File: src/hdl/tmr_defines.svh
/*
 Timer block constants: register offsets, control bit positions,
 flag positions, count limits, tick source codes and divider masks.
 Assumes it is included by its bare name by the core, the tick generator and the bench.
*/
`ifndef TMR_DEFINES_SVH
`define TMR_DEFINES_SVH

// Register offsets on the byte bus
`define TMR_ADDR_CTRL_A   8'h00
`define TMR_ADDR_CTRL_B   8'h01
`define TMR_ADDR_CNT_LO   8'h02
`define TMR_ADDR_CNT_HI   8'h03
`define TMR_ADDR_CMP_A    8'h04
`define TMR_ADDR_CMP_B    8'h05
`define TMR_ADDR_FLAGS    8'h06

// Control register A bit positions
`define TMR_BIT_WIDTH     7
`define TMR_BIT_CAPEN     6
`define TMR_BIT_CLRMATCH  0

// Flag register bit positions
`define TMR_FLAG_OVF      0
`define TMR_FLAG_CMPA     1
`define TMR_FLAG_CMPB     2

// Count limits and reset values
`define TMR_MAX8          8'hff
`define TMR_MAX16         16'hffff
`define TMR_ZERO8         8'h00
`define TMR_ZERO16        16'h0000
`define TMR_ONE16         16'h0001
`define TMR_ONE8          8'h01
`define TMR_RST_CTRL      3'h0
`define TMR_RST_SRC       3'h0

// Tick source select codes
`define TMR_SRC_OFF       3'h0
`define TMR_SRC_DIV1      3'h1
`define TMR_SRC_DIV8      3'h2
`define TMR_SRC_DIV64     3'h3
`define TMR_SRC_DIV256    3'h4
`define TMR_SRC_DIV1024   3'h5
`define TMR_SRC_EXT_FALL  3'h6
`define TMR_SRC_EXT_RISE  3'h7

// Prescaler tap masks
`define TMR_PRE_ZERO      10'h000
`define TMR_PRE_ONE       10'h001
`define TMR_PRE_M8        10'h007
`define TMR_PRE_M64       10'h03f
`define TMR_PRE_M256      10'h0ff
`define TMR_PRE_M1024     10'h3ff

`endif

File: src/hdl/tmr_pkg.sv
/*
 Timer block types: the operating mode enumeration.
 Assumes nothing of its surroundings.
*/
package tmr_pkg;

	// Operating modes, one-hot
	typedef enum logic [4:0] {
		TMR_MODE_NORM8  = 5'h01,
		TMR_MODE_CTC8   = 5'h02,
		TMR_MODE_NORM16 = 5'h04,
		TMR_MODE_CAP8   = 5'h08,
		TMR_MODE_CAP16  = 5'h10
	} tmr_mode_t;

endpackage

File: src/hdl/tmr_core.sv
/*
 Timer core: 8/16-bit up counter with mode decode, overflow and compare
 flags, capture into the compare registers, and the byte bus register file
 with a shared high-byte latch for 16-bit transfers.
 Assumes a byte master on the same clock: one-cycle strobes, read data in
 the cycle after the read strobe, and interrupt acknowledges as pulses.
*/
// Functional notes
// - Three control bits pick the operating mode
// - Normal 8-bit counts per tick, wraps 0xFF
// - Overflow flag set on wrap to zero
// - Interrupt acknowledge clears the overflow flag
// - Counter writable at any time in normal modes
// - Clear-on-match clears counter at compare A
// - Clear-on-match sets compare flag A at top
// - Compare A writes act at once, unbuffered
// - Overflow in clear-on-match as normal mode
// - 16-bit mode wraps 0xFFFF, sets overflow
// - 8-bit capture runs free to 0xFF
// - 16-bit capture runs free, overflow at max
// - Tick is a clock enable, one clock
// - One shared high-byte latch for wide access
// - Low byte write loads latch plus byte
// - Low byte read copies high byte to latch
// - Compare and 8-bit capture readable direct; 16-bit capture through latch
// - Compare flag set on tick after equality
// - Counter write blocks match at next tick
// - Counter write beats count and clear
// - Source zero stops ticks, counter still accessible
`timescale 1ns/100ps
`include "tmr_defines.svh"

module tmr_core
	import tmr_pkg::*;
(
	// Clock and reset
	input  wire logic       i_clk_sys,
	input  wire logic       i_nrst,
	// Register bus
	input  wire logic [7:0] i_addr,
	input  wire logic [7:0] i_wdata,
	input  wire logic       i_wr,
	input  wire logic       i_rd,
	output logic      [7:0] o_rdata,
	// Interrupt acknowledges from the core
	input  wire logic       i_ovf_ack,
	input  wire logic       i_cmpa_ack,
	input  wire logic       i_cmpb_ack,
	// Capture front end
	input  wire logic       i_capture,
	// External count pin
	input  wire logic       i_ext_tick_pin,
	// Flags
	output logic            o_overflow_flag,
	output logic            o_compare_flag_a,
	output logic            o_compare_flag_b
);

	// Mode decode from the three control bits
	function automatic tmr_mode_t f_mode(input logic wide, input logic cap, input logic clr);
		tmr_mode_t m;
		m = TMR_MODE_NORM8;
		if (cap && wide) begin
			m = TMR_MODE_CAP16;
		end else if (cap) begin
			m = TMR_MODE_CAP8;
		end else if (wide) begin
			m = TMR_MODE_NORM16;
		end else if (clr) begin
			m = TMR_MODE_CTC8;
		end
		return m;
	endfunction

	// Register state
	logic        width_select;          // 16-bit operation
	logic        capture_mode_enable;   // Capture into compare registers
	logic        clear_on_match_select; // Clear on compare A
	logic [2:0]  tick_source_select;    // Tick source, zero stops
	logic [15:0] cnt;                   // Count, high and low bytes
	logic [7:0]  compare_reg_a;         // Compare A, low byte when wide
	logic [7:0]  compare_reg_b;         // Compare B, high byte when wide
	logic [7:0]  high_byte_latch;       // Shared by all wide registers
	logic        blk;                   // Match blocked at next tick
	logic [7:0]  rdata;

	// Next values
	logic        next_width_select;
	logic        next_capture_mode_enable;
	logic        next_clear_on_match_select;
	logic [2:0]  next_tick_source_select;
	logic [15:0] next_cnt;
	logic [7:0]  next_compare_reg_a;
	logic [7:0]  next_compare_reg_b;
	logic [7:0]  next_high_byte_latch;
	logic        next_blk;
	logic [7:0]  next_rdata;
	logic        next_ovf;
	logic        next_cmpa;
	logic        next_cmpb;

	// Decoded conditions
	tmr_mode_t   mode;
	logic        timer_tick;            // Clock enable from the tick generator, prescaler or pin
	logic        wr_cnt;                // Processor writes the counter
	logic        ovf_set;
	logic        cmpa_set;
	logic        cmpb_set;

	assign mode   = f_mode(width_select, capture_mode_enable, clear_on_match_select);
	assign wr_cnt = i_wr && (i_addr == `TMR_ADDR_CNT_LO);

	// Tick source; an enable only, the counter stays on the system clock
	tmr_tick_gen u_tick (
		.i_clk_sys (i_clk_sys),
		.i_nrst    (i_nrst),
		.i_src     (tick_source_select),
		.i_ext_pin (i_ext_tick_pin),
		.o_tick    (timer_tick)
	);

	// Event detection at the tick, on the value before it advances
	always_comb begin
		ovf_set  = 1'b0;
		cmpa_set = 1'b0;
		cmpb_set = 1'b0;
		if (timer_tick && !wr_cnt) begin
			// Overflow only when passing the true maximum
			ovf_set = width_select ? (cnt == `TMR_MAX16) : (cnt[7:0] == `TMR_MAX8);
		end
		// Match seen during the count period flags at the tick ending it
		if (timer_tick && !blk && !wr_cnt) begin
			case (mode)
				TMR_MODE_NORM8, TMR_MODE_CTC8: begin
					cmpa_set = (cnt[7:0] == compare_reg_a);
					cmpb_set = (cnt[7:0] == compare_reg_b);
				end
				// Compare A acts as capture store here
				TMR_MODE_CAP8:   cmpb_set = (cnt[7:0] == compare_reg_b);
				TMR_MODE_NORM16: cmpa_set = (cnt == {compare_reg_b, compare_reg_a});
				// No free compare registers in wide capture
				TMR_MODE_CAP16:  cmpa_set = 1'b0;
				default:         cmpa_set = 1'b0;
			endcase
		end
	end

	// Next state of counter, registers, latch and flags
	always_comb begin
		next_width_select          = width_select;
		next_capture_mode_enable   = capture_mode_enable;
		next_clear_on_match_select = clear_on_match_select;
		next_tick_source_select    = tick_source_select;
		next_cnt                   = cnt;
		next_compare_reg_a         = compare_reg_a;
		next_compare_reg_b         = compare_reg_b;
		next_high_byte_latch       = high_byte_latch;
		next_ovf                   = o_overflow_flag;
		next_cmpa                  = o_compare_flag_a;
		next_cmpb                  = o_compare_flag_b;
		next_rdata                 = `TMR_ZERO8;
		// Block holds until the tick that it covers
		next_blk = wr_cnt ? 1'b1 : (timer_tick ? 1'b0 : blk);

		// Capture stores the count; a processor write below wins
		if (i_capture && capture_mode_enable) begin
			next_compare_reg_a = cnt[7:0];
			if (width_select) begin
				next_compare_reg_b = cnt[15:8];
			end
		end

		// Counting on the tick enable
		if (timer_tick) begin
			if (width_select) begin
				next_cnt = cnt + `TMR_ONE16;
			end else if ((mode == TMR_MODE_CTC8) && (cnt[7:0] == compare_reg_a)) begin
				next_cnt[7:0] = `TMR_ZERO8;
			end else begin
				// 8-bit add wraps 0xFF to 0x00 by itself
				next_cnt[7:0] = cnt[7:0] + `TMR_ONE8;
			end
		end

		// Bus writes; the counter write overrides the count above
		if (i_wr) begin
			case (i_addr)
				`TMR_ADDR_CTRL_A: begin
					next_width_select          = i_wdata[`TMR_BIT_WIDTH];
					next_capture_mode_enable   = i_wdata[`TMR_BIT_CAPEN];
					next_clear_on_match_select = i_wdata[`TMR_BIT_CLRMATCH];
				end
				`TMR_ADDR_CTRL_B: next_tick_source_select = i_wdata[2:0];
				// High byte always parks in the latch
				`TMR_ADDR_CNT_HI: next_high_byte_latch = i_wdata;
				`TMR_ADDR_CNT_LO: begin
					if (width_select) begin
						next_cnt = {high_byte_latch, i_wdata};
					end else begin
						next_cnt[7:0] = i_wdata;
					end
				end
				`TMR_ADDR_CMP_B: begin
					if (width_select) begin
						next_high_byte_latch = i_wdata;
					end else begin
						next_compare_reg_b = i_wdata;
					end
				end
				`TMR_ADDR_CMP_A: begin
					// Straight into the register, no double buffer
					if (width_select) begin
						next_compare_reg_b = high_byte_latch;
						next_compare_reg_a = i_wdata;
					end else begin
						next_compare_reg_a = i_wdata;
					end
				end
				// Write one to clear
				`TMR_ADDR_FLAGS: begin
					if (i_wdata[`TMR_FLAG_OVF]) next_ovf = 1'b0;
					if (i_wdata[`TMR_FLAG_CMPA]) next_cmpa = 1'b0;
					if (i_wdata[`TMR_FLAG_CMPB]) next_cmpb = 1'b0;
				end
				default: next_rdata = `TMR_ZERO8;
			endcase
		end

		// Interrupt service clears its flag
		if (i_ovf_ack) next_ovf = 1'b0;
		if (i_cmpa_ack) next_cmpa = 1'b0;
		if (i_cmpb_ack) next_cmpb = 1'b0;

		// Hardware sets last, so a set beats a clear in the same cycle
		if (ovf_set) next_ovf = 1'b1;
		if (cmpa_set) next_cmpa = 1'b1;
		if (cmpb_set) next_cmpb = 1'b1;

		// Bus reads and their latch side effects
		if (i_rd) begin
			case (i_addr)
				`TMR_ADDR_CTRL_A: begin
					next_rdata[`TMR_BIT_WIDTH]    = width_select;
					next_rdata[`TMR_BIT_CAPEN]    = capture_mode_enable;
					next_rdata[`TMR_BIT_CLRMATCH] = clear_on_match_select;
				end
				`TMR_ADDR_CTRL_B: next_rdata[2:0] = tick_source_select;
				`TMR_ADDR_CNT_LO: begin
					next_rdata = cnt[7:0];
					if (width_select) next_high_byte_latch = cnt[15:8];
				end
				// Wide mode returns the latch, narrow the live byte
				`TMR_ADDR_CNT_HI: next_rdata = width_select ? high_byte_latch : cnt[15:8];
				`TMR_ADDR_CMP_A: begin
					next_rdata = compare_reg_a;
					if (mode == TMR_MODE_CAP16) next_high_byte_latch = compare_reg_b;
				end
				// Compare values are fixed, so read direct outside wide capture
				`TMR_ADDR_CMP_B: next_rdata = (mode == TMR_MODE_CAP16) ? high_byte_latch : compare_reg_b;
				`TMR_ADDR_FLAGS: begin
					next_rdata[`TMR_FLAG_OVF]  = o_overflow_flag;
					next_rdata[`TMR_FLAG_CMPA] = o_compare_flag_a;
					next_rdata[`TMR_FLAG_CMPB] = o_compare_flag_b;
				end
				// Unmapped reads return zero
				default: next_rdata = `TMR_ZERO8;
			endcase
		end
	end

	// Register everything
	always_ff @(posedge i_clk_sys or negedge i_nrst) begin
		if (!i_nrst) begin
			{width_select, capture_mode_enable, clear_on_match_select} <= `TMR_RST_CTRL;
			tick_source_select <= `TMR_RST_SRC;
			cnt                <= `TMR_ZERO16;
			compare_reg_a      <= `TMR_ZERO8;
			compare_reg_b      <= `TMR_ZERO8;
			high_byte_latch    <= `TMR_ZERO8;
			blk                <= 1'b0;
			rdata              <= `TMR_ZERO8;
			o_overflow_flag    <= 1'b0;
			o_compare_flag_a   <= 1'b0;
			o_compare_flag_b   <= 1'b0;
		end else begin
			width_select          <= next_width_select;
			capture_mode_enable   <= next_capture_mode_enable;
			clear_on_match_select <= next_clear_on_match_select;
			tick_source_select    <= next_tick_source_select;
			cnt                   <= next_cnt;
			compare_reg_a         <= next_compare_reg_a;
			compare_reg_b         <= next_compare_reg_b;
			high_byte_latch       <= next_high_byte_latch;
			blk                   <= next_blk;
			rdata                 <= next_rdata;
			o_overflow_flag       <= next_ovf;
			o_compare_flag_a      <= next_cmpa;
			o_compare_flag_b      <= next_cmpb;
		end
	end

	assign o_rdata = rdata;
endmodule

File: src/hdl/tmr_tick_gen.sv
/*
 Timer tick generator: a free running prescaler and an external pin edge
 detector, producing a one-cycle timer tick enable on the system clock.
 Assumes the external pin is asynchronous to the system clock.
*/
`timescale 1ns/100ps
`include "tmr_defines.svh"

module tmr_tick_gen
	import tmr_pkg::*;
(
	// Clock and reset
	input  wire logic       i_clk_sys,
	input  wire logic       i_nrst,
	// Source selection
	input  wire logic [2:0] i_src,
	// External count pin
	input  wire logic       i_ext_pin,
	// Tick enable
	output logic            o_tick
);

	logic [9:0] pre;       // Prescaler count
	logic [9:0] next_pre;
	logic       sync1;     // Pin synchroniser, first stage
	logic       sync2;     // Pin synchroniser, second stage
	logic       sync3;     // Previous synchronised level
	logic       tick;

	// Prescaler always runs; taps pick the rate
	always_comb begin
		next_pre = pre + `TMR_PRE_ONE;
		case (i_src)
			`TMR_SRC_OFF:      tick = 1'b0;
			`TMR_SRC_DIV1:     tick = 1'b1;
			`TMR_SRC_DIV8:     tick = ((pre & `TMR_PRE_M8) == `TMR_PRE_M8);
			`TMR_SRC_DIV64:    tick = ((pre & `TMR_PRE_M64) == `TMR_PRE_M64);
			`TMR_SRC_DIV256:   tick = ((pre & `TMR_PRE_M256) == `TMR_PRE_M256);
			`TMR_SRC_DIV1024:  tick = (pre == `TMR_PRE_M1024);
			// Edges only from the settled stages, never the first flop
			`TMR_SRC_EXT_FALL: tick = sync3 & ~sync2;
			`TMR_SRC_EXT_RISE: tick = ~sync3 & sync2;
			default:           tick = 1'b0;
		endcase
	end

	// Register the prescaler and synchroniser
	always_ff @(posedge i_clk_sys or negedge i_nrst) begin
		if (!i_nrst) begin
			pre   <= `TMR_PRE_ZERO;
			sync1 <= 1'b0;
			sync2 <= 1'b0;
			sync3 <= 1'b0;
		end else begin
			pre   <= next_pre;
			sync1 <= i_ext_pin;
			sync2 <= sync1;
			sync3 <= sync2;
		end
	end

	// Combinational enable; stops at once when the source is off
	assign o_tick = tick;

endmodule

File: config.mk
export PLATFORM = sky130hd
export DESIGN_NAME = tmr_core
export DESIGN_NICKNAME = d
export VERILOG_FILES = /design/src/hdl/tmr_pkg.sv /design/src/hdl/tmr_core.sv /design/src/hdl/tmr_tick_gen.sv
export VERILOG_INCLUDE_DIRS = /design/src /design/src/hdl
export SDC_FILE = /design/constraint.sdc
export NUM_CORES = 1
export LEC_CHECK = 0
export ABC_AREA = 1
export BUFFER_PORTS_ARGS = -buffer_cell sky130_fd_sc_hd__buf_2
export CORE_AREA = 4 4 102 104
export DETAILED_ROUTE_END_ITERATION = 10
export DIE_AREA = 0 0 106 108
export HOLD_SLACK_MARGIN = 0.08
export PLACE_DENSITY_LB_ADDON = 0.15
export SYNTH_ARGS = -nofsm -noshare
export SYNTH_HDL_FRONTEND = slang
export SYNTH_SLANG_ARGS = --single-unit
export TNS_END_PERCENT = 20
File: constraint.sdc
create_clock -name i_clk_sys -period 2 [get_ports i_clk_sys]
set_input_delay 0.1 -clock i_clk_sys [delete_from_list [all_inputs] [get_ports i_clk_sys]]
set_output_delay 0.1 -clock i_clk_sys [all_outputs]
set_load 0.05 [all_outputs]
* Word-level counts from Yosys, hierarchy flattened
Cells that the tools add are included.
** Cells by class
- $add $sub $neg :: 3
- Multipliers :: 0
- Div/mod/pow operators :: 0
- $lt $le $gt $ge :: 0
- Equal/unequal tests :: 27
- Shift-type cells :: 0
- Multiplexer cells :: 58
- Bitwise operators :: 4
- Reduce and logical (&&, ||, !) cells :: 28
** Operators by type and width (count)
- $mux 8 :: 20
- $mux 16 :: 3
- $pmux 8 s2 :: 3
- $reduce_bool 3->1 :: 9
- $eq 8x3->1 const B :: 3
- $mux 1 :: 22
- $add 16x1->16 const B :: 1
- $eq 16x16->1 :: 1
- $eq 16x16->1 const B :: 1
- $eq 8x2->1 const B :: 2
- $eq 8x8->1 :: 2
- $eq 8x8->1 const B :: 2
- $eq 3x3->1 const B :: 5
- $pmux 2 s6 :: 1
- $pmux 3 s4 :: 1
- $add 10x1->10 const B :: 1
- $eq 10x10->1 const B :: 1
- $pmux 2 s5 :: 1
- $reduce_and 3->1 :: 3
- $add 8x1->8 const B :: 1
- $eq 8x1->1 const B :: 1
- $logic_not 8->1 :: 1
- $pmux 1 s8 :: 1
- $logic_and 1x1->1 :: 7
- 22 further kinds :: 27
** Word-level totals
- Bits in registers :: 71
- Latch bits :: 0
- Memory bits (writable) :: 0
- Bits in read-only memories :: 0
- Bits of input ports :: 25
- Word-level logic and storage cells :: 137
- Memories kept :: 0

* Longest topological paths before layout
Gate-level depths: netlist of run 1.
- Depth in word-level cells :: 12
- Gate-level depth with buffers :: 14
- Mapped depth without buffers :: 13

* Cells and area by module
A second synthesis of run 1 with hierarchy kept.
** Second synthesis, totals
- Cell total of the unflattened synthesis :: 655
- Area, all modules :: 4808.4 sq um
** By module, submodules not included
- tmr_core :: instances 1, cells an instance 587, area each 4182.8 sq um, seq. area each 1451.4 sq um
- tmr_tick_gen :: instances 1, cells an instance 68, area each 625.6 sq um, seq. area each 325.3 sq um

* Worst setup path before layout of run 1
Ideal clock, no wire load.
- Kind :: register -> register
- Start point :: register width_select
- End point :: register cnt[7]
- Library setup time :: 117 ps
- Data arrival time :: 1817 ps
- Data required time :: 1883 ps
- Path slack :: 65 ps
- Cell stages (with the launch flop) :: 11
- Clock period less this slack :: 1935 ps
- Cell sequence :: dfrtp_1 > buf_2 > inv_2 > clkbuf_1 > ha_1 > nor3_1 > nand3_1 > nor2_1 > nor2_1 > nand3_1 > nand2_1
** Between the ends
- Cells in the longest elaborated chain, start to end :: 10
- Elaborated cells between the ends (all ways) :: 11
** RTL lines
- from (decl) :: RTL line tmr_core.sv:76 : logic width_select;
- from (signal assigned) :: RTL line tmr_core.sv:274 : {width_select, capture_mode_enable, clear_on_match_select} <= `TMR_RST_CTRL;
- from (signal assigned) :: RTL line tmr_core.sv:286 : width_select <= next_width_select;
- $mux 3 :: RTL line tmr_core.sv:67 : end else if (wide) begin
- $mux 4 :: RTL line tmr_core.sv:65 : end else if (cap) begin
- $mux 5 :: RTL line tmr_core.sv:63 : if (cap && wide) begin
- $eq 5x2->1 :: RTL line tmr_core.sv:177 : end else if ((mode == TMR_MODE_CTC8) && (cnt[7:0] == compare_reg_a)) begin
- $logic_and 1x1->1 :: RTL line tmr_core.sv:177
- $mux 8 :: RTL line tmr_core.sv:177
- $mux 8 (*) :: RTL line tmr_core.sv:175 : if (width_select) begin
- $mux 16 (*) :: RTL line tmr_core.sv:174 : if (timer_tick) begin
- $mux 16 :: RTL line tmr_core.sv:187 : case (i_addr)
- $mux 16 (*) :: RTL line tmr_core.sv:186 : if (i_wr) begin
- net next_cnt[7] :: RTL line tmr_core.sv:92 : logic [15:0] next_cnt;
- to (signal assigned) :: RTL line tmr_core.sv:276 : cnt <= `TMR_ZERO16;
- to (signal assigned) :: RTL line tmr_core.sv:290 : cnt <= next_cnt;
- to (decl) :: RTL line tmr_core.sv:80 : logic [15:0] cnt;
The timed path passes the listed nets; every way through them passes the cells marked *.
A chain may end at the register's enable or synchronous reset.

* Worst setup path after layout of run 1
- Start point :: register width_select
- End point :: register o_compare_flag_a
** Between the ends
- Cells in the longest elaborated chain, start to end :: 9
- Elaborated cells between the ends (all ways) :: 15
** RTL lines
- $mux 3 :: RTL line tmr_core.sv:67
- $mux 4 :: RTL line tmr_core.sv:65
- $mux 5 (*) :: RTL line tmr_core.sv:63
- $eq 5x2->1 / $eq 5x1->1 (equally long branches) :: RTL line tmr_core.sv:133 : case (mode)
- $reduce_or 2->1 :: RTL line tmr_core.sv:133
- $pmux 1 s2 (*) :: RTL line tmr_core.sv:133
- $mux 1 (*) :: RTL line tmr_core.sv:132 : if (timer_tick && !blk && !wr_cnt) begin
- $reduce_bool 3->1 (no line)
- $reduce_and 3->1 (no line)
- to (signal assigned) :: RTL line tmr_core.sv:297 : o_compare_flag_a <= next_cmpa;
- to (decl) :: RTL line tmr_core.sv:55 : output logic o_compare_flag_a,
Mark *: on every way between the ends. The rest lies on a longest branch, timed or not.

==> flow_summary.yaml, run 1 <==
run_status:
  status: "complete, no violations"
logic_synthesis:
  yosysTopAreaCell: "dfrtp_1"
  synthCells: 780
  synthesis.nets: 812
  synth_seq_area_share_pct: 34.4
  synthTopCellsByArea: "dfrtp_1, nand2_1, nand3_1"
  avgSynthCellArea_um2: 6.62
  ys_ff_latch: 71
  netlist_area_um2: 5160
  synth.distinct_cells: 42
  yosys.area.top_type_share_pct: 34.4
  yosys_warnings: 0
drt:
  viasPerCell: 5.75
  ant_nets: 0
  firstDrtPassIters: 6
  wl_um: 18200
  routedWlPerCell_um: 18.7
  vias: 5596
  drt_iter0_markers: 591
  drc: 0
critical_path:
  end_kind: "flop"
  r2r_start: "width_select"
  critical_path_class: "flop to flop"
  start_kind: "flop"
  cp_data_arrival_time_ns: 2.16
  crit_start: "width_select"
  crit_fanout: 34
  critPathRequiredTime_ns: 2.30
timing:
  final_hold_viol_count: 0
  setup_viol: 0
  fin_worst_skew_ns: 0.0142
  fin_crit_sh_pct: 92.8
  max_freq_ghz: 0.539
  whs_ns: 0.209
  rsz0062_at_grt: "false"
  setup_ws_ns: 0.143
  fin_crit_ns: 1.86
  final_max_slew_viol_count: 0
  max_slew_margin_pct: 64.8
  tns_ns: 0
  worst_pin_slew_ns: 0.527
worst_hold_path:
  worst_hold_path_type: "primary input to flop"
  hp-start: "i_wr"
final_layout:
  final_cell_mix: "nand2_1, inv_1, dfrtp_1"
  diodes: 0
  finalNetCount: 867
  syn2layout_area_growth_pct: 13.8
  drive_gt1_share_pct: 12.7
  mostFrequentLayoutCell: "nand2_1"
global_route:
  gr-total-overflow: 0
  grt_max_degree: 40
  grt_pass1_wl_um: 29000
  first_global_vias: 5305
  grt_util_all_layers_pct: 33.4
  antenna_found_initial: 0
floorplanning:
  die_area_um2: 11400
  initial_utilization_pct: 54.1
  die_h_um: 108
  die_w_um: 106
  rows: 36
  pin_count: 36
  core_area_um2: 9550
clock_network:
  clockBufferDepth: 2
  path_clk_slew_ns: 0.09
  cts_buffers: 9
  clk_latency_ns: 0.38
  cts_root_buf: "clkbuf_8"
  cts_sinks: 71
  htree_levels: 3
  cts_tree: "built"
placed_design:
  dp_slack_ns: 0.138
  io_buffers: 35
  hpwl_um: 13700
  gp_congestion: 1.05
power:
  power_leakage_nw: 3.02
  power_mw: 4.54
  powerDensity_nw_per_um2: 773
  peakVddDrop_mv: 0.394
run:
  maxCapViolCount: 0
-- stage by stage --
stage	std cells	utilization (%)	cell area, µm²
after floorplan	780	-	5160
after global placement	943	58.1	5550
after detailed placement	943	58.1	5550
after CTS	973	61.4	5870
after global routing	973	61.5	5870
final	973	61.5	5870
-- what timing repair did --
action / in CTS / in global routing
setup buffers: 0 / 0
endpoints found under the setup margin: 0 / 6
resized for setup: 0 / 2
endpoints found under the hold margin: 62 / 0
hold buffers: 14 / 0
-- routing by layer --
metal	wire [µm]	track usage, %	share of wire [%]
met4	640	14.5	3.5
met5	0	0	0
met1	7530	45.7	41
met2	8120	51.8	45
met3	1910	6.51	10
-- path summary, 6_finish.rpt --
check	to	slack (ns)	cells past startpoint
hold reg to reg	u_tick.sync2	0.35	0
setup reg to reg	o_compare_flag_a	0.14	8
max in group asynchronous	compare_reg_b[7]	1.14	3
min in group asynchronous	u_tick.pre[4]	0.27	2
setup / recovery	o_compare_flag_a	0.14	8
hold / removal	o_compare_flag_b	0.21	4
-- critical path, cell delays in order, from the launching register on --
cell,delay (ns)
dfrtp_1,0.44
buf_4,0.38
ha_1,0.22
o21ai_0,0.07
nor3_1,0.18
nand3_1,0.17
a21oi_1,0.16
nand2_1,0.08
o21ai_0,0.07
-- final cells by class --
class	count	area [µm²]
repair buffers	75	526
fillers	984	3680
flip-flops and latches	71	1780
well taps	133	166
multi-input cells	596	2920
clock buffers	9	124
clock inverters	7	55.1
inverters	82	310
-- cells in the mapped netlist, drive strengths merged --
library cell	number
nand2	280
inv	81
dfrtp	71
nand3	71
nor2	61
o21ai	59
a21oi	42
buf	17
o22ai	16
clkbuf	14
xor2	13
nor3	11
nand4	8
o221ai	8
ha	7
xnor2	7
o21a	4
o211ai	2
a21boi	1
a31oi	1
a41oi	1
and3	1
clkinv	1
o2111ai	1
o211a	1
o21bai	1
-- report_power, final --
| group | total, mW | internal, mW | leakage [nW] | switching (mW) |
|---|---|---|---|---|
| clock | 1.11 | 0.462 | 0.0866 | 0.647 |
| sequential | 1.93 | 1.61 | 0.946 | 0.314 |
| combinational | 1.51 | 0.551 | 1.98 | 0.954 |
| total | 4.54 | 2.62 | 3.02 | 1.92 |
-- logic make-up (layout without fill, tap and decap cells) --
group | after synthesis | count (layout) | synth area share [%]
DFF | 71 | 71 | 34.4
AOI/OAI and AO/OA | 137 | 137 | 15.2
adders and majority gates | 7 | 7 | 1.70
and+or+nand+nor | 432 | 432 | 36.0
xor gates and xnor gates | 20 | 20 | 3.39
buffers and inverters | 113 | 173 | 9.26
(Power assumes the default switching activity.)
==> run 2, diff against run 1 <==
--- a/config.mk
+++ b/config.mk
@@ -8,9 +8,11 @@
 export LEC_CHECK = 0
 export ABC_AREA = 1
 export BUFFER_PORTS_ARGS = -buffer_cell sky130_fd_sc_hd__buf_2
-export CORE_AREA = 4 4 102 104
+export CELL_PAD_IN_SITES_DETAIL_PLACEMENT = 1
+export CELL_PAD_IN_SITES_GLOBAL_PLACEMENT = 1
+export CORE_AREA = 4 4 119 121
 export DETAILED_ROUTE_END_ITERATION = 10
-export DIE_AREA = 0 0 106 108
+export DIE_AREA = 0 0 123 125
 export HOLD_SLACK_MARGIN = 0.08
 export PLACE_DENSITY_LB_ADDON = 0.15
 export SYNTH_ARGS = -nofsm -noshare
==> constraint.sdc (replaced) <==
create_clock -name i_clk_sys -period 1.6 [get_ports i_clk_sys]
set_input_delay 0.08 -clock i_clk_sys [delete_from_list [all_inputs] [get_ports i_clk_sys]]
set_output_delay 0.08 -clock i_clk_sys [all_outputs]
set_load 0.05 [all_outputs]
==> flow_summary.yaml, run 2 (synthesized netlist as in run 1, its figures left out) <==
clock_network:
  cts_root_buf: "clkbuf_16"
  cts_tree: "built"
  cts_buffers: 9
  cts_sinks: 71
  clockBufferDepth: 2
  clk_latency_ns: 0.36
  path_clk_slew_ns: 0.06
  htree_levels: 3
drt:
  drc: 0
  routed-wl-met3_um: 1300
  wl_um: 23100
  ant_nets: 0
  viasPerCell: 5.54
  firstDrtPassIters: 4
  routedWlPerCell_um: 21.0
  drt_iter0_markers: 508
  wl_met2_um: 11200
  vias: 6095
  drt-met1-wl_um: 9470
  top_layer_used: "met4"
critical_path:
  reg2reg_depth: 11
  slowest_delay_ns: 0.43
  critPathRequiredTime_ns: 1.85
  crit_top_cell: "nand2_1"
  r2r_start: "cnt[1]"
  critPathSlowestCell: "dfrtp_1"
  start_kind: "flop"
  crit_path_cell_trace: "ha_2 -> inv_1 -> nor2_1 -> nand3_1 -> xor2_1 -> nand2_1 -> nand2_1 -> nand2_1 -> nand3_1 -> nand2_1 -> nand2_1"
  critical_path_class: "flop to flop"
  reg2reg_slack_ns: -0.13
  crit_fanout: 4
  end_kind: "flop"
  cp_data_arrival_time_ns: 1.98
global_route:
  grt_pass1_wl_um: 36300
  antenna_found_initial: 0
  grt_util_all_layers_pct: 31.1
  first_global_vias: 6594
  grt_max_degree: 46
  gr-total-overflow: 0
run_status:
  violations: "negative setup slack"
  status: "complete, but fails checks"
final_layout:
  syn2layout_area_growth_pct: 34.2
  mostFrequentLayoutCell: "nand2_1"
  finalNetCount: 952
  fill_cells: 1718
  drive_gt1_share_pct: 25.4
  final_cell_count_no_fill: 1101
  stdcell_area_um2: 6930
  diodes: 0
  final_cell_mix: "nand2_1, buf_4, inv_1"
timing:
  rsz0062_at_grt: "true"
  max_freq_ghz: 0.578
  fin_worst_skew_ns: 0.00686
  max_slew_margin_pct: 59.2
  fin_crit_sh_pct: 108
  setup_ws_ns: -0.129
  setup_viol: 18
  final_max_slew_viol_count: 0
  whs_ns: 0.219
  worst_pin_slew_ns: 0.607
  final_hold_viol_count: 0
  fin_crit_ns: 1.73
placed_design:
  placed_cells: 1064
  gp_congestion: 0.998
  io_buffers: 35
  dp_slack_ns: -0.217
  hpwl_um: 17700
  place_area_um2: 6240
floorplanning:
  die_area_um2: 15400
  rows: 42
  die_w_um: 123
  die_h_um: 125
  pin_count: 36
  initial_utilization_pct: 39.5
  core_area_um2: 13100
power:
  powerDensity_nw_per_um2: 1030
  peakVddDrop_mv: 0.472
  power_leakage_nw: 3.52
run:
  maxCapViolCount: 0
worst_hold_path:
  worst_hold_path_type: "primary input to async pin"
[run 2: cell count changes in the layout (fill, tap and decap cells not counted), moves of 5 or more]
cell	before	now
nand3_1	67	59
clkbuf_8	9	0
clkbuf_16	0	9
buf_4	26	105
nor2_1	55	46
nor2_2	3	8
nand2_1	271	265
nand2_2	5	10
nand3_2	4	11
[run 2: worst max-delay path by stage]
stage | startpoint | cells past startpoint | slack [ns] | endpoint
2_1_floorplan | width_select | 10 | 0.008 | cnt[7]
3_3_place_gp | capture_mode_enable | 8 | -0.12 | o_compare_flag_a
3_5_place_dp | u_tick.pre[0] | 12 | -0.22 | cnt[7]
4_1_cts | u_tick.pre[1] | 13 | -0.07 | flop
5_1_grt | cnt[1] | 11 | -0.25 | flop
6_report | cnt[1] | 11 | -0.13 | flop
[run 2: critical path, delay by kind of cell, from the launching register on]
family                     cells  cell delay, ns
adders and majority gates      1            0.24
DFF                            1            0.43
xor gates and xnor gates       1            0.19
buffers and inverters          1            0.08
and+or+nand+nor                8            0.68
[run 2: routing by layer]
layer  up-vias  global-route usage, %
met5         -                      0
met4         0                   14.0
met3        80                   5.51
met2       236                   51.4
met1      2961                   39.4
li1       2818                      -
[run 2: cell type report]
type	count	area (µm²)	area share, %
timing repair buffer	160	1220	17.6
multi-input combinational	596	3100	44.8
inverter	82	318	4.59
sequential	71	1780	25.7
clock inverter	5	58.8	0.849
tap	176	220	3.18
clock buffer	11	233	3.36
[run 2: power by group]
group / leakage (nW) / internal, mW / switching [mW]
logic: 2.44 / 1.13 / 1.53
registers: 0.940 / 2.02 / 0.372
clock network: 0.136 / 1.21 / 0.887
total: 3.52 / 4.37 / 2.79
[run 2: timing repair]
| action | CTS | global route |
|---|---|---|
| buffers inserted | 3 | 4 |
| pin swaps | 6 | 18 |
| hold endpoints to repair | 81 | 0 |
| gates resized for setup | 33 | 28 |
| hold buffers | 14 | 0 |
| setup endpoints to repair | 26 | 41 |
| gates cloned | 0 | 0 |
[run 2: per-stage QoR]
stage | power (mW) | util, % | TNS, ns
after floorplan | 3.51 | - | 0
after global placement | 4.64 | 47.7 | -0.672
after detailed placement | 4.74 | 47.7 | -3.23
after CTS | 6.95 | 52.0 | -0.752
after global routing | 7.55 | 53.0 | -4.83
final | 7.16 | 53.0 | -1.21
==> run 3, diff against run 2 <==
--- a/config.mk
+++ b/config.mk
@@ -10,9 +10,9 @@
 export BUFFER_PORTS_ARGS = -buffer_cell sky130_fd_sc_hd__buf_2
 export CELL_PAD_IN_SITES_DETAIL_PLACEMENT = 1
 export CELL_PAD_IN_SITES_GLOBAL_PLACEMENT = 1
-export CORE_AREA = 4 4 119 121
+export CORE_AREA = 4 4 110 112
 export DETAILED_ROUTE_END_ITERATION = 10
-export DIE_AREA = 0 0 123 125
+export DIE_AREA = 0 0 114 116
 export HOLD_SLACK_MARGIN = 0.08
 export PLACE_DENSITY_LB_ADDON = 0.15
 export SYNTH_ARGS = -nofsm -noshare
==> constraint.sdc (replaced) <==
create_clock -name i_clk_sys -period 2.1 [get_ports i_clk_sys]
set_input_delay 0.105 -clock i_clk_sys [delete_from_list [all_inputs] [get_ports i_clk_sys]]
set_output_delay 0.105 -clock i_clk_sys [all_outputs]
set_load 0.05 [all_outputs]
==> flow_summary.yaml, run 3 (synthesized netlist as in run 1, its figures left out) <==
worst_hold_path:
  worst_hold_path_type: "primary input to flop"
  hp-start: "i_wdata[0]"
  min_to: "cnt[0]"
  hold_depth: 3
timing:
  setup_viol: 0
  fin_crit_sh_pct: 96.5
  setup_ws_ns: 0.0729
  final_hold_viol_count: 0
  final_max_slew_viol_count: 0
  max_slew_margin_pct: 32.7
  fin_worst_skew_ns: 0.00749
  worst_pin_slew_ns: 1.01
  max_freq_ghz: 0.493
  fin_crit_ns: 2.03
floorplanning:
  die_area_um2: 13200
  core_area_um2: 11200
  initial_utilization_pct: 46.0
  die_w_um: 114
  pin_count: 36
  rows: 39
  die_h_um: 116
drt:
  drc: 0
  vias: 5643
  ant_nets: 0
  viasPerCell: 5.81
  firstDrtPassIters: 5
  drt_iter0_markers: 499
  wl_um: 21000
  routedWlPerCell_um: 21.6
clock_network:
  clockBufferDepth: 2
  htree_levels: 3
  cts_buffers: 9
  path_clk_slew_ns: 0.06
  cts_tree: "built"
  post_cts_buffers: 0
  cts_root_buf: "clkbuf_16"
  clk_latency_ns: 0.36
  cts_sinks: 71
critical_path:
  critPathRequiredTime_ns: 2.34
  cp_data_arrival_time_ns: 2.27
  critical_path_class: "flop to flop"
  reg2reg_slack_ns: 0.07
  reg2reg_depth: 9
  start_kind: "flop"
  end_kind: "flop"
  r2r_start: "width_select"
  crit_fanout: 37
  regToRegEndpoint: "cnt[2]"
power:
  powerDensity_nw_per_um2: 828
  peakVddDrop_mv: 0.499
  power_leakage_nw: 3.02
final_layout:
  final_core_util_pct: 52.7
  mostFrequentLayoutCell: "nand2_1"
  final_cell_mix: "nand2_1, inv_1, dfrtp_1"
  regArea_um2: 1780
  finalNetCount: 855
  syn2layout_area_growth_pct: 14.6
  multiInputGateArea_um2: 2920
  fill_cells: 1512
  drive_gt1_share_pct: 12.0
  diodes: 0
global_route:
  gr-total-overflow: 0
  antenna_found_initial: 0
  grt_max_degree: 72
  first_global_vias: 5832
  grt_pass1_wl_um: 32700
  grt_util_all_layers_pct: 32.6
placed_design:
  gp_congestion: 1.00
  io_buffers: 35
  hpwl_um: 15500
  dp_slack_ns: 0.107
run:
  maxCapViolCount: 0
run_status:
  status: "complete, no violations"
[run 3: changes by cell type in the layout (fill, tap and decap cells not counted), sizes merged]
cell         before  now
buf             146   52
dlygate4sd3      14   11
clkbuf           11   10
inv              82   83
[run 3: area by class of cell]
type | count | area share [%]
Timing Repair Buffer | 63 | 7.23
Multi-Input combinational cell | 596 | 49.3
Tap cell | 143 | 3.02
Sequential cell | 71 | 30.0
Clock buffer | 10 | 4.04
Inverter | 82 | 5.24
Clock inverter | 6 | 1.14
[run 3: per-stage QoR]
stage	power [mW]	area [µm²]	TNS, ns	cells	hold WS [ns]
after floorplan	2.67	5160	0	780	-0.191
after global routing	5.13	5920	-0.00150	971	0.0879
after global placement	3.14	5490	0	944	0.214
after CTS	4.87	5910	0	971	0.0887
final	4.90	5920	0	971	0.0815
after detailed placement	3.21	5490	0	944	0.214
[run 3: worst max path at each step]
stage,from,to,cells after the start
global placement,u_tick.pre[0],cnt[3],11
CTS,u_tick.pre[0],cnt[2],11
floorplan,width_select,cnt[7],10
finish,width_select,cnt[2],9
detailed placement,u_tick.pre[1],cnt[5],11
global route,width_select,cnt[5],9
[run 3: what timing repair did]
item | CTS | global route
hold buffers | 11 | 0
resized for setup | 0 | 3
hold endpoints to repair | 81 | 0
endpoints found under the setup margin | 0 | 7
[run 3: per-layer routing]
| metal | wire length, µm | GRT usage [%] |
|---|---|---|
| met5 | 0 | 0 |
| met4 | 660 | 11.7 |
| met3 | 1300 | 5.22 |
| met2 | 9920 | 53.3 |
| met1 | 9090 | 43.9 |
[run 3: critical path, stage by stage (launching register included)]
cell and delay [ns]:
dfrtp_1 0.41, buf_12 0.22, inv_2 0.08, ha_1 0.29
nor3_1 0.24, nand3_1 0.21, nor2_2 0.19, nor2_2 0.10
nand3_1 0.09, nand2_1 0.07
[run 3: power breakdown]
group	total, mW	internal, mW	switching [mW]
Clock	1.64	0.959	0.678
Combinational	1.41	0.482	0.924
Sequential	1.86	1.54	0.322
Total	4.90	2.98	1.92
